`src/dcld_cfg.svh`:
```
`ifndef DCLD_CFG_SVH
`define DCLD_CFG_SVH

// Register offsets (byte-wide registers, printed offsets)
`define DCLD_OFS_AVG_LO      8'h06
`define DCLD_OFS_RAMP_SETTLE 8'h07
`define DCLD_OFS_THR_CH12    8'h08
`define DCLD_OFS_THR_CH34    8'h09
`define DCLD_OFS_FLT_CH12    8'h0A
`define DCLD_OFS_FLT_CH34    8'h0B
`define DCLD_OFS_LO_RPT      8'h0C

// Reset values
`define DCLD_RST_AVG_LO      8'h00
`define DCLD_RST_RAMP_SETTLE 8'h00
`define DCLD_RST_THR         8'h11
`define DCLD_RST_REPORT      8'h00

// Field positions
`define DCLD_RAIL_AVG_BIT    6
`define DCLD_LOAD_AVG_HI     5
`define DCLD_LOAD_AVG_LO     4
`define DCLD_LOAD_RAMP_HI    7
`define DCLD_LOAD_SETTLE_HI  5
`define DCLD_RAIL_RAMP_HI    3
`define DCLD_RAIL_SETTLE_HI  1
`define DCLD_STATE_DIAG      2'b11
`define DCLD_THR_MAX_CODE    4'h9

// Timing: clock period and tick period in ns
`define DCLD_CLK_NS          40
`define DCLD_TICK_NS         100000

// Durations in 0.1 ms ticks
`define DCLD_T_0P2MS         10'h002
`define DCLD_T_0P7MS         10'h007
`define DCLD_T_10P7MS        10'h06B
`define DCLD_T_21P3MS        10'h0D5
`define DCLD_T_42P7MS        10'h1AB
`define DCLD_T_2P5MS         10'h019
`define DCLD_T_5MS           10'h032
`define DCLD_T_10MS          10'h064
`define DCLD_T_15MS          10'h096
`define DCLD_T_20MS          10'h0C8
`define DCLD_T_30MS          10'h12C

`endif

```
`src/dcld_pkg.sv`:
```
`default_nettype none
package dcld_pkg;
  typedef enum logic [1:0] {
    DCLD_IDLE,
    DCLD_RAMP,
    DCLD_SETTLE,
    DCLD_AVG
  } dcld_state_t;
endpackage
`default_nettype wire

```
`src/dcld_regs.sv`:
```
// Operation
// - Bit 6 of averaging register picks rail-short averaging 0.2 or 0.7 ms.
// - Bits 5-4 pick load-test averaging 10.7/21.3/42.7 ms; 00 reuses bit 6.
// - Bits 3..0 enable line-out checking for channels 1..4.
// - Timing bits 7-6 pick load-test ramp 15/30/10/20 ms.
// - Timing bits 5-4 pick load-test settling 10/5/20/15 ms.
// - Timing bits 3-2 pick rail-short ramp 5/2.5/10/15 ms.
// - Timing bits 1-0 pick rail-short settling 10/5/20/30 ms.
// - Four-bit shorted-load codes; ch1 upper, ch2 lower nibble.
// - Ch3/ch4 thresholds in next register; both reset to 0x11.
// - Report register: ch1 flags bits 7-4, ch2 flags bits 3-0.
// - Second report register: ch3 flags bits 7-4, ch4 bits 3-0.
// - Line-out report bits 3..0 for ch1..4; upper bits read zero.
// - Report registers reset to zero and ignore writes.
// - Ramp and settling register resets to zero.
// - State code 11 written for a channel starts its diagnostic.
// - Leaving hi-Z or a fault starts diagnostic unless skip is set.
`timescale 1ns/1ps
`default_nettype none
`include "dcld_cfg.svh"

module dcld_regs
  import dcld_pkg::*;
#(
  parameter int TICK_CYCLES = `DCLD_TICK_NS / `DCLD_CLK_NS
) (
  input  wire logic       clock,
  input  wire logic       nrst,
  input  wire logic [7:0] reg_addr,
  input  wire logic       reg_wr,
  input  wire logic [7:0] reg_wdata,
  input  wire logic       reg_rd,
  output logic      [7:0] reg_rdata,
  input  wire logic       state_ctrl_wr,
  input  wire logic [7:0] channel_state_req,
  input  wire logic       auto_diag_skip,
  input  wire logic [3:0] hiz_exit,
  input  wire logic [3:0] chan_fault,
  input  wire logic [3:0] meas_ground_short,
  input  wire logic [3:0] meas_supply_short,
  input  wire logic [3:0] meas_open_load,
  input  wire logic [3:0] meas_shorted_load,
  input  wire logic [3:0] meas_lineout,
  output logic            diag_busy,
  output logic      [1:0] diag_chan,
  output logic            diag_group,
  output logic            diag_ramp,
  output logic            diag_settle,
  output logic            diag_average,
  output logic      [4:0] thresh_half_ohm,
  output logic            thresh_valid,
  output logic            diag_done
);

  logic             rst_m_ff;
  logic             rst_s_ff;
  logic [7:0]       avg_lo_ff;
  logic [7:0]       ramp_settle_ff;
  logic [7:0]       thr12_ff;
  logic [7:0]       thr34_ff;
  logic [3:0]       flags_ff [4];
  logic [3:0]       lineout_ff;
  logic [4:0][3:0]  meas_m_ff;
  logic [4:0][3:0]  meas_s_ff;
  logic [3:0]       pend_ff;
  logic [3:0]       start_req;
  dcld_state_t      state_ff;
  logic [1:0]       chan_ff;
  logic             group_ff;
  logic [9:0]       tmr_ff;
  logic [15:0]      pre_ff;
  logic             tick;
  logic             phase_end;
  logic             seq_start;
  logic [1:0]       pick;
  logic [4:0]       thr_ff;
  logic             thr_ok_ff;
  logic             done_ff;
  logic [7:0]       rdata_ff;
  logic [3:0]       sel_code;

  always_ff @(posedge clock or negedge nrst) begin
    if (!nrst) begin
      rst_m_ff <= 1'b0;
      rst_s_ff <= 1'b0;
    end else begin
      rst_m_ff <= 1'b1;
      rst_s_ff <= rst_m_ff;
    end
  end

  // Analog comparator results are asynchronous to the clock
  always_ff @(posedge clock or negedge rst_s_ff) begin
    if (!rst_s_ff) begin
      meas_m_ff <= '0;
      meas_s_ff <= '0;
    end else begin
      meas_m_ff <= {meas_lineout, meas_shorted_load, meas_open_load,
                    meas_supply_short, meas_ground_short};
      meas_s_ff <= meas_m_ff;
    end
  end

  function automatic logic [9:0] avg_ticks(input logic       grp,
                                           input logic [7:0] cfg);
    logic [9:0] rail;
    rail = cfg[`DCLD_RAIL_AVG_BIT] ? `DCLD_T_0P7MS : `DCLD_T_0P2MS;
    if (!grp) begin
      avg_ticks = rail;
    end else begin
      unique case (cfg[`DCLD_LOAD_AVG_HI:`DCLD_LOAD_AVG_LO])
        2'b00: avg_ticks = rail;
        2'b01: avg_ticks = `DCLD_T_10P7MS;
        2'b10: avg_ticks = `DCLD_T_21P3MS;
        2'b11: avg_ticks = `DCLD_T_42P7MS;
      endcase
    end
  endfunction

  function automatic logic [9:0] ramp_ticks(input logic       grp,
                                            input logic [7:0] cfg);
    if (grp) begin
      unique case (cfg[`DCLD_LOAD_RAMP_HI -: 2])
        2'b00: ramp_ticks = `DCLD_T_15MS;
        2'b01: ramp_ticks = `DCLD_T_30MS;
        2'b10: ramp_ticks = `DCLD_T_10MS;
        2'b11: ramp_ticks = `DCLD_T_20MS;
      endcase
    end else begin
      unique case (cfg[`DCLD_RAIL_RAMP_HI -: 2])
        2'b00: ramp_ticks = `DCLD_T_5MS;
        2'b01: ramp_ticks = `DCLD_T_2P5MS;
        2'b10: ramp_ticks = `DCLD_T_10MS;
        2'b11: ramp_ticks = `DCLD_T_15MS;
      endcase
    end
  endfunction

  function automatic logic [9:0] settle_ticks(input logic       grp,
                                              input logic [7:0] cfg);
    if (grp) begin
      unique case (cfg[`DCLD_LOAD_SETTLE_HI -: 2])
        2'b00: settle_ticks = `DCLD_T_10MS;
        2'b01: settle_ticks = `DCLD_T_5MS;
        2'b10: settle_ticks = `DCLD_T_20MS;
        2'b11: settle_ticks = `DCLD_T_15MS;
      endcase
    end else begin
      unique case (cfg[`DCLD_RAIL_SETTLE_HI -: 2])
        2'b00: settle_ticks = `DCLD_T_10MS;
        2'b01: settle_ticks = `DCLD_T_5MS;
        2'b10: settle_ticks = `DCLD_T_20MS;
        2'b11: settle_ticks = `DCLD_T_30MS;
      endcase
    end
  endfunction

  // Configuration registers
  always_ff @(posedge clock or negedge rst_s_ff) begin
    if (!rst_s_ff) begin
      avg_lo_ff      <= `DCLD_RST_AVG_LO;
      ramp_settle_ff <= `DCLD_RST_RAMP_SETTLE;
      thr12_ff       <= `DCLD_RST_THR;
      thr34_ff       <= `DCLD_RST_THR;
    end else if (reg_wr) begin
      unique case (reg_addr)
        `DCLD_OFS_AVG_LO:      avg_lo_ff      <= reg_wdata;
        `DCLD_OFS_RAMP_SETTLE: ramp_settle_ff <= reg_wdata;
        `DCLD_OFS_THR_CH12:    thr12_ff       <= reg_wdata;
        `DCLD_OFS_THR_CH34:    thr34_ff       <= reg_wdata;
        default: ;
      endcase
    end
  end

  // Requests from the state control field and autonomous triggers
  always_comb begin
    for (int i = 0; i < 4; i++) begin
      start_req[i] = (state_ctrl_wr
                      && channel_state_req[7-2*i -: 2] == `DCLD_STATE_DIAG)
                  || (!auto_diag_skip
                      && (hiz_exit[i] || chan_fault[i]));
    end
  end

  always_comb begin
    pick = 2'h0;
    for (int i = 3; i >= 0; i--) begin
      if (pend_ff[i]) begin
        pick = i[1:0];
      end
    end
  end

  assign seq_start = (state_ff == DCLD_IDLE) && (pend_ff != 4'h0);
  assign tick      = (pre_ff == 16'(TICK_CYCLES - 1));
  assign phase_end = (state_ff != DCLD_IDLE) && tick && (tmr_ff == 10'h001);

  // A request arriving as its channel is taken stays pending
  always_ff @(posedge clock or negedge rst_s_ff) begin
    if (!rst_s_ff) begin
      pend_ff <= 4'h0;
    end else begin
      pend_ff <= (pend_ff & ~(seq_start ? (4'h1 << pick) : 4'h0)) | start_req;
    end
  end

  // Prescaler restarts at every phase so each phase is whole ticks
  always_ff @(posedge clock or negedge rst_s_ff) begin
    if (!rst_s_ff) begin
      pre_ff <= 16'h0000;
    end else if (seq_start || phase_end || tick) begin
      pre_ff <= 16'h0000;
    end else begin
      pre_ff <= pre_ff + 16'h0001;
    end
  end

  always_ff @(posedge clock or negedge rst_s_ff) begin
    if (!rst_s_ff) begin
      state_ff <= DCLD_IDLE;
      chan_ff  <= 2'h0;
      group_ff <= 1'b0;
      tmr_ff   <= 10'h000;
    end else begin
      unique case (state_ff)
        DCLD_IDLE: begin
          if (seq_start) begin
            state_ff <= DCLD_RAMP;
            chan_ff  <= pick;
            group_ff <= 1'b0;
            tmr_ff   <= ramp_ticks(1'b0, ramp_settle_ff);
          end
        end
        DCLD_RAMP: begin
          if (phase_end) begin
            state_ff <= DCLD_SETTLE;
            tmr_ff   <= settle_ticks(group_ff, ramp_settle_ff);
          end else if (tick) begin
            tmr_ff <= tmr_ff - 10'h001;
          end
        end
        DCLD_SETTLE: begin
          if (phase_end) begin
            state_ff <= DCLD_AVG;
            tmr_ff   <= avg_ticks(group_ff, avg_lo_ff);
          end else if (tick) begin
            tmr_ff <= tmr_ff - 10'h001;
          end
        end
        DCLD_AVG: begin
          if (phase_end && !group_ff) begin
            state_ff <= DCLD_RAMP;
            group_ff <= 1'b1;
            tmr_ff   <= ramp_ticks(1'b1, ramp_settle_ff);
          end else if (phase_end) begin
            state_ff <= DCLD_IDLE;
            group_ff <= 1'b0;
          end else if (tick) begin
            tmr_ff <= tmr_ff - 10'h001;
          end
        end
      endcase
    end
  end

  // Flags of the channel under test clear at start, land after averaging
  always_ff @(posedge clock or negedge rst_s_ff) begin
    if (!rst_s_ff) begin
      for (int i = 0; i < 4; i++) begin
        flags_ff[i] <= 4'h0;
      end
      lineout_ff <= 4'h0;
    end else if (seq_start) begin
      flags_ff[pick]       <= 4'h0;
      lineout_ff[3 - pick] <= 1'b0;
    end else if (phase_end && state_ff == DCLD_AVG) begin
      if (!group_ff) begin
        flags_ff[chan_ff][3:2] <= {meas_s_ff[0][chan_ff],
                                   meas_s_ff[1][chan_ff]};
      end else begin
        flags_ff[chan_ff][1:0] <= {meas_s_ff[2][chan_ff],
                                   meas_s_ff[3][chan_ff]};
        lineout_ff[3 - chan_ff] <= avg_lo_ff[3 - chan_ff]
                                 & meas_s_ff[4][chan_ff];
      end
    end
  end

  always_comb begin
    unique case (pick)
      2'h0: sel_code = thr12_ff[7:4];
      2'h1: sel_code = thr12_ff[3:0];
      2'h2: sel_code = thr34_ff[7:4];
      2'h3: sel_code = thr34_ff[3:0];
    endcase
  end

  // Threshold latched at start so mid-test writes cannot move it
  always_ff @(posedge clock or negedge rst_s_ff) begin
    if (!rst_s_ff) begin
      thr_ff    <= 5'h00;
      thr_ok_ff <= 1'b0;
      done_ff   <= 1'b0;
    end else begin
      done_ff <= phase_end && state_ff == DCLD_AVG && group_ff;
      if (seq_start) begin
        thr_ff    <= {1'b0, sel_code} + 5'h01;
        thr_ok_ff <= (sel_code <= `DCLD_THR_MAX_CODE);
      end
    end
  end

  // Read data registered; writes to report offsets fall through
  always_ff @(posedge clock or negedge rst_s_ff) begin
    if (!rst_s_ff) begin
      rdata_ff <= 8'h00;
    end else if (reg_rd) begin
      unique case (reg_addr)
        `DCLD_OFS_AVG_LO:      rdata_ff <= avg_lo_ff;
        `DCLD_OFS_RAMP_SETTLE: rdata_ff <= ramp_settle_ff;
        `DCLD_OFS_THR_CH12:    rdata_ff <= thr12_ff;
        `DCLD_OFS_THR_CH34:    rdata_ff <= thr34_ff;
        `DCLD_OFS_FLT_CH12:    rdata_ff <= {flags_ff[0], flags_ff[1]};
        `DCLD_OFS_FLT_CH34:    rdata_ff <= {flags_ff[2], flags_ff[3]};
        `DCLD_OFS_LO_RPT:      rdata_ff <= {4'h0, lineout_ff};
        default:               rdata_ff <= 8'h00;
      endcase
    end
  end

  assign reg_rdata       = rdata_ff;
  assign diag_busy       = (state_ff != DCLD_IDLE);
  assign diag_chan       = chan_ff;
  assign diag_group      = group_ff;
  assign diag_ramp       = (state_ff == DCLD_RAMP);
  assign diag_settle     = (state_ff == DCLD_SETTLE);
  assign diag_average    = (state_ff == DCLD_AVG);
  assign thresh_half_ohm = thr_ff;
  assign thresh_valid    = thr_ok_ff;
  assign diag_done       = done_ff;

endmodule

`default_nettype wire

```
`config.mk`:
```
export PLATFORM = sky130hd
export DESIGN_NAME = dcld_regs
export DESIGN_NICKNAME = d
export VERILOG_FILES = /design/src/dcld_pkg.sv /design/src/dcld_regs.sv
export VERILOG_INCLUDE_DIRS = /design/src /design/src/src
export SDC_FILE = /design/constraint.sdc
export NUM_CORES = 1
export LEC_CHECK = 0
export BUFFER_PORTS_ARGS = -buffer_cell sky130_fd_sc_hd__buf_2
export CORE_MARGIN = 1.5
export CORE_UTILIZATION = 45
export CTS_CLUSTER_SIZE = 40
export DETAILED_ROUTE_END_ITERATION = 10
export PLACE_DENSITY = 0.61
export SYNTH_ARGS = -nofsm -noshare
export SYNTH_HDL_FRONTEND = slang
export SYNTH_SLANG_ARGS = --single-unit
```
`constraint.sdc`:
```
create_clock -name clock -period 5.5 [get_ports clock]
set_input_delay 0.55 -clock clock [delete_from_list [all_inputs] [get_ports clock]]
set_output_delay 0.55 -clock clock [all_outputs]
set_load 0.01 [all_outputs]
```
==> run_results.csv, run 1 <==
group,metric,value,unit
critical_path,cp_data_arrival_time,3.58,ns
placed_design,io_buffers,79,
cells_and_area,fill_cells,1394,
global_route,grt_pass1_vias,5575,
synth,yosysTopAreaCell,"dfrtp_1",
routing,drc_errors,0,
power,switching_share,0.234,
synth,ys.flop_type,"dfrtp_1",
synth,async_flop_share,1.00,
synth,avgSynthCellArea,10.4,sq um
cells_and_area,drive_gt1_frac,0.220,
critical_path,critPathLaunchType,"register",
synth,synth_area_leaders,"dfrtp_1, ha_1, mux2_2",
power,power.switching,556,uW
hold_path,min_path_type,"in -> reg",
routing,routedWlPerCell,18.5,microns
sta,fin_ws,2.23,ns
die,fp.dieW,129,microns
cells_and_area,finalInstanceArea,0.00830,sq mm
run,cap_violations,0,
critical_path,cp.depth,8,
clock_tree,cts_buffers,17,
global_route,gr-total-overflow,0,
routing,via_count,5561,
sta,min_period,3.27,ns
critical_path,crit_family,"simple AND/OR/NAND/NOR gates",
die,die_y,129,microns
clock_tree,clock_latency,0.42,ns
synth,ys_ff_latch,144,
synth,synth_enable_flop_cells,0,
power,powerDensity,287,mW/mm^2
clock_tree,cts-root-buf,"clkbuf_16",
clock_tree,clock_sinks,144,
critical_path,worstSetupStartpoint,"state_ff[0]",
placed_design,place.gp.congestion,0.914,
die,core_area,0.0154,sq mm
sta,timing.final.crit_share,0.594,
clock_tree,post-cts-setup-buffers,0,
sta,whs,0.226,ns
die,start_util,0.464,
clock_tree,cts_max_level,4,
power,peakVddDrop,0.220,mV
routing,drt-total-wl,18.2,mm
sta,max_slew_margin,0.359,
die,row_count,45,
power,p_seq_frac,0.471,
cells_and_area,nNetsFinal,852,
status,status,"finished, final reports clean",
sta,rsz0062_at_grt,"false",
synth,ys_warn_count,0,
synth,syn_nets,781,
cells_and_area,utilization,0.540,
die,io_pins,80,
power,power_frac_comb,0.042,
power,p_int,1.82,mW
synth,synth_cell_types,69,
critical_path,crit_fanout,18,
routing,ant_nets,0,
placed_design,placed_area,0.00769,sq mm
power,clock_power_share,0.487,
cells_and_area,diodes,0,
placed_design,dp.cells,950,
critical_path,path_buf_inv,1,
sta,clock.fmax,0.306,GHz
clock_tree,clk_path_buf_depth,2,
routing,drtIter0Drc,430,
clock_tree,cts_resized,0,
critical_path,crit_end,"tmr_ff[2]",
critical_path,r2r_cells,8,
placed_design,dp_hpwl,13.2,mm
synth,syn-cell-area,0.00714,sq mm
die,die-area,0.0166,sq mm
critical_path,r2r_start,"state_ff[0]",
critical_path,cp.required,5.81,ns
synth,netlist.area_leader.share,0.491,
global_route,antenna_found_initial,0,
synth,ys_seq_area_frac,0.506,
critical_path,crit_path_top_delay_cell,"or4b_4",
cells_and_area,fin_cells,983,
power,leakage,3.83,nW
placed_design,dp_slack,2.26,ns
global_route,grt_pass1_wl,29.5,mm
clock_tree,holdBufCountCts,1,
sta,tightest_slew,0.962,ns
cells_and_area,syn2layout_area_growth,16.3,%
sta,finalSetupTns,0,ns
critical_path,slowest_delay,0.65,ns
sta,finalSetupViolCount,0,
global_route,grt_max_degree,76,
clock_tree,clk_pin_slew,0.06,ns
sta,hold_viol_final,0,
sta,drv_slew,0,
power,total_power,2.38,mW
routing,firstDrtPassIters,5,
routing,viasPerCell,5.66,
sta,clock-skew-final,0.00840,ns
critical_path,crit_type,"reg -> reg",
critical_path,crit_chain,"inv_1 > ha_1 > or4b_4 > or3_4 > nor3_4 > or2_2 > nor2_1 > a211o_1",
clock_tree,cts_tree,"yes",
synth,syn_inst,688,
critical_path,r2r_slack,2.23,ns
critical_path,r2r_end,"tmr_ff[2]",
global_route,grt_usage,0.235,
critical_path,worstSetupEndpointType,"register",
==> logic make-up (layout without fill, tap and decap cells) <==
| kind of cell | after synthesis | count (layout) | share of synthesized area |
|---|---|---|---|
| AOI/OAI and AO/OA | 157 | 157 | 0.147 |
| xor gates and xnor gates | 18 | 18 | 0.0221 |
| adders and majority gates | 35 | 35 | 0.0614 |
| buffers and inverters | 70 | 154 | 0.0386 |
| DFF | 144 | 144 | 0.506 |
| muxes | 40 | 40 | 0.0689 |
| other | 1 | 1 | 0.000525 |
| and+or+nand+nor | 223 | 223 | 0.156 |
==> metal layers <==
layer / share of wire / wire length (microns) / GRT usage
met1: 0.46 / 8360 / 0.316
met2: 0.48 / 8770 / 0.384
met3: 0.046 / 834 / 0.0470
met4: 0.013 / 232 / 0.0753
met5: 0 / 0 / 0
==> Yosys cell counts, types with 4 or more instances <==
master,count
ha_1,35
and3_1,13
buf_2,4
nor2b_1,10
nor2_1,57
nor4b_1,6
inv_1,39
or2_2,5
xor2_1,7
a31oi_1,5
mux2_2,33
a221oi_1,9
xnor2_1,11
o211ai_1,5
dfstp_2,4
clkbuf_1,24
a32o_1,6
nand3_1,25
nor4_1,4
mux4_2,4
a22oi_1,11
o22ai_1,11
a22o_1,5
dfrtp_1,140
nor3_1,14
o21ai_0,51
nand2_1,64
nand4_1,6
a21oi_1,20
==> power groups by stage <==
stage / combinational, mW / clock [mW] / sequential, mW
after global placement: 0.0968 / 0 / 1.14
after detailed placement: 0.100 / 0 / 1.14
after CTS: 0.101 / 1.18 / 1.12
final: 0.100 / 1.16 / 1.12
after global routing: 0.113 / 1.22 / 1.12
after floorplan: 0.0506 / 0 / 1.13
==> worst min-delay path by stage <==
| stage | end | start | slack [ns] | cells after the start |
|---|---|---|---|---|
| global route | meas_m_ff[1] | meas_ground_short[1] | 0.21 | 1 |
| CTS | meas_m_ff[7] | meas_supply_short[3] | 0.22 | 1 |
| finish | meas_m_ff[16] | meas_lineout[0] | 0.23 | 1 |
| detailed placement | meas_s_ff[14] | meas_m_ff[14] | 0.33 | 0 |
| floorplan | rst_m_ff | nrst | 0.25 | 0 |
| global placement | meas_s_ff[16] | meas_m_ff[16] | 0.33 | 0 |
==> cells in the final DEF, fill, tap and decap left out, types with 6 or more instances in the layout <==
| cell | instances |
|---|---|
| ha_1 | 35 |
| nand2_1 | 64 |
| nand3_1 | 25 |
| nor3_1 | 14 |
| dfrtp_1 | 139 |
| xnor2_1 | 11 |
| xor2_1 | 7 |
| a32o_1 | 6 |
| and3_1 | 13 |
| nor4b_1 | 6 |
| clkbuf_16 | 17 |
| a22oi_1 | 11 |
| nor2b_1 | 10 |
| a21oi_1 | 20 |
| nor2_1 | 57 |
| o21ai_0 | 51 |
| a221oi_1 | 9 |
| mux2_2 | 33 |
| inv_1 | 39 |
| buf_2 | 79 |
| nand4_1 | 6 |
| o22ai_1 | 11 |
==> registers in the layout, summed over array words and instances, names as in the netlist, 10 cells and up <==
name and count:
meas_m_ff 20, meas_s_ff 20, flags_ff 16, pre_ff 16
tmr_ff 10
==> cell type report <==
type                    count  area, sq um  area share
inverters                  39          146      0.0176
multi-input cells         474         3250       0.392
clock inverters            13          153      0.0184
flip-flops and latches    144         3610       0.435
well taps                 211          264      0.0318
repair buffers             83          428      0.0516
clock buffers              19          443      0.0534
(Power assumes the default switching activity.)
==> run 2: changes to the inputs <==
--- a/config.mk
+++ b/config.mk
@@ -6,12 +6,13 @@
 export SDC_FILE = /design/constraint.sdc
 export NUM_CORES = 1
 export LEC_CHECK = 0
+export ABC_AREA = 1
 export BUFFER_PORTS_ARGS = -buffer_cell sky130_fd_sc_hd__buf_2
 export CORE_MARGIN = 1.5
 export CORE_UTILIZATION = 45
 export CTS_CLUSTER_SIZE = 40
 export DETAILED_ROUTE_END_ITERATION = 10
-export PLACE_DENSITY = 0.61
+export PLACE_DENSITY = 0.63
 export SYNTH_ARGS = -nofsm -noshare
 export SYNTH_HDL_FRONTEND = slang
 export SYNTH_SLANG_ARGS = --single-unit
==> constraint.sdc (replaced) <==
create_clock -name clock -period 2.9 [get_ports clock]
set_input_delay 0.29 -clock clock [delete_from_list [all_inputs] [get_ports clock]]
set_output_delay 0.29 -clock clock [all_outputs]
set_load 0.01 [all_outputs]
==> run 2 against run 1 <==
  * Design area rose by 8.1%
  * Synthesized cell count is 35% higher
  * Largest cell class unchanged
  * Sequential power grew 88%
  * Final cell count grew 29%
  * Critical path type unchanged
  * Register-to-register slack got worse by 1.6 ns
==> run_results.csv, run 2 <==
group,metric,value,unit
synth,ys_warn_count,0,
cells_and_area,top_regs,"meas_m_ff (20), meas_s_ff (20)",
power,peakVddDrop,0.408,mV
synth,syn_nets,1021,
hold_path,hold_depth,3,
synth,netlist.area_leader.share,0.468,
placed_design,dp.cells,1217,
global_route,grt_usage,0.233,
critical_path,critPathLaunchType,"register",
clock_tree,clk_path_buf_depth,2,
die,core_area,0.0161,sq mm
critical_path,cp.required,3.20,ns
routing,m1WireLength,9.90,mm
routing,ant_nets,0,
synth,synth_enable_flop_cells,0,
sta,min_period,2.24,ns
hold_path,min_path_type,"in -> reg",
sta,max_slew_margin,0.555,
sta,rsz0062_at_grt,"false",
routing,dr.max_layer_used,"met4",
synth,synth_cell_types,45,
routing,wl_met2,8.20,mm
clock_tree,cts_tree,"yes",
cells_and_area,fill_cells,1508,
sta,finalSetupViolCount,0,
clock_tree,cts_max_level,4,
critical_path,r2r_end,"flags_ff[15]",
routing,wl_met3,1.59,mm
clock_tree,cts-root-buf,"clkbuf_16",
routing,via_count,6518,
synth,ys_ff_latch,144,
die,fp.dieW,132,microns
sta,drv_slew,0,
synth,async_flop_share,1.00,
cells_and_area,drive_gt1_frac,0.140,
synth,yosysTopAreaCell,"dfrtp_1",
status,status,"finished, final reports clean",
sta,clock-skew-final,0.00911,ns
sta,finalSetupTns,0,ns
global_route,gr-total-overflow,0,
routing,drc_errors,0,
synth,ys_seq_area_frac,0.482,
die,row_count,46,
cells_and_area,diodes,0,
hold_path,hp-start,"channel_state_req[5]",
synth,yosysMostFrequentCell,"nand2_1",
sta,tightest_slew,0.666,ns
clock_tree,clk_pin_slew,0.06,ns
global_route,antenna_found_initial,0,
placed_design,placed_area,0.00818,sq mm
synth,syn-cell-area,0.00748,sq mm
critical_path,crit_fanout,10,
critical_path,r2r_start,"state_ff[0]",
critical_path,cp_data_arrival_time,2.54,ns
die,die_y,132,microns
critical_path,r2r_slack,0.66,ns
cells_and_area,fin_cells,1270,
cells_and_area,finalInstanceArea,0.00897,sq mm
synth,syn_inst,928,
run,cap_violations,0,
die,die-area,0.0174,sq mm
global_route,grt_pass1_vias,6085,
clock_tree,clock_latency,0.42,ns
cells_and_area,nNetsFinal,1134,
routing,routedWlPerCell,15.6,microns
critical_path,crit_type,"reg -> reg",
critical_path,r2r_cells,12,
sta,hold_viol_final,0,
synth,ys.flop_type,"dfrtp_1",
hold_path,whs_endpoint,"pend_ff[1]",
die,io_pins,80,
die,start_util,0.466,
global_route,grt_pass1_wl,31.8,mm
placed_design,place.gp.congestion,0.947,
routing,drt-total-wl,19.8,mm
cells_and_area,layout_commonest_cell,"nand2_1",
clock_tree,clock_sinks,144,
synth,synth_common_cells,"nand2_1, dfrtp_1, inv_1",
sta,clock.fmax,0.447,GHz
global_route,grt_max_degree,56,
sta,whs,0.161,ns
routing,firstDrtPassIters,5,
critical_path,worstSetupEndpointType,"register",
placed_design,io_buffers,79,
cells_and_area,final_cell_mix,"nand2_1, dfrtp_1, inv_1",
power,powerDensity,499,mW/mm^2
synth,synth_area_leaders,"dfrtp_1, nand2_1, ha_1",
routing,viasPerCell,5.13,
synth,avgSynthCellArea,8.06,sq um
power,leakage,4.45,nW
cells_and_area,syn2layout_area_growth,19.9,%
sta,timing.final.crit_share,0.772,
placed_design,dp_hpwl,15.1,mm
routing,drtIter0Drc,572,
clock_tree,cts_buffers,17,
-- run 2: cell count changes in the layout (fill, tap and decap cells not counted), sizes merged, moves of 10 or more --
| cell | previous run | this run |
|---|---|---|
| nand2 | 65 | 244 |
| inv | 43 | 125 |
| o21ai | 53 | 101 |
| nor2 | 58 | 101 |
| mux2 | 33 | 0 |
| nand3 | 25 | 50 |
| dlygate4sd3 | 1 | 21 |
| a21oi | 20 | 34 |
| and3 | 13 | 1 |
| nor2b | 10 | 0 |
-- run 2: cell families (layout without fill, tap and decap cells) --
group                      count (synthesis)  after routing  synth area share
AOI/OAI and AO/OA                        172            172             0.127
xor gates and xnor gates                   8              8           0.00937
adders and majority gates                 35             35            0.0585
buffers and inverters                    132            258            0.0674
DFF                                      144            144             0.482
other                                      1              1          0.000501
and+or+nand+nor                          436            436             0.255
-- run 2: critical path, stage by stage (launching register included) --
cell and delay (ns):
dfrtp_1 0.39, inv_1 0.09, ha_1 0.27, nor2_1 0.15
nand3_1 0.12, nor2_4 0.17, nand2_4 0.14, nor2_2 0.28
nand2_1 0.18, nand2_1 0.10, nand2_1 0.08, nand2_1 0.10
o21ai_1 0.07
-- run 2: timing repair --
item / 4_1_cts / 5_1_grt
gates resized for setup: 0 / 0
hold endpoints to repair: 22 / 0
hold buffers: 21 / 0
setup buffers: 0 / 0
-- run 2: final cells by class --
class | instances | area [sq um] | area share
sequential | 144 | 3610 | 0.403
multi-input combinational | 652 | 3370 | 0.375
timing repair buffer | 109 | 698 | 0.0778
clock buffer | 19 | 443 | 0.0494
inverter | 117 | 442 | 0.0492
tap | 216 | 270 | 0.0301
clock inverter | 13 | 138 | 0.0153
-- run 2: metrics by stage --
step           utilization  worst slack [ns]  power, mW
2_1_floorplan            -             0.513       2.23
3_3_place_gp         0.509             0.731       2.33
3_5_place_dp         0.509             0.721       2.33
4_1_cts              0.559             0.636       4.52
5_1_grt              0.559             0.513       4.64
6_report             0.559             0.661       4.48
-- run 2: power by group --
| part | total, mW | internal (mW) | switching (mW) |
|---|---|---|---|
| Sequential | 2.11 | 2.06 | 0.0451 |
| Combinational | 0.209 | 0.0870 | 0.122 |
| Clock | 2.16 | 1.24 | 0.924 |
| Total | 4.48 | 3.39 | 1.09 |
-- run 2: worst max path at each step --
stage / startpoint / end / slack (ns) / cells past startpoint
final: state_ff[0] / flags_ff[15] / 0.66 / 12
after global routing: pre_ff[0] / pre_ff[12] / 0.51 / 10
after CTS: state_ff[0] / flags_ff[15] / 0.64 / 12
after detailed placement: state_ff[0] / flags_ff[15] / 0.72 / 12
after global placement: state_ff[0] / flags_ff[15] / 0.73 / 12
after floorplan: rst_s_ff / avg_lo_ff[0] / 0.51 / 0
-- run 2: layer usage --
layer	vias up	global-route usage
li1	3235	-
met1	3030	0.358
met2	246	0.326
met3	7	0.0646
met4	0	0.0500
met5	-	0
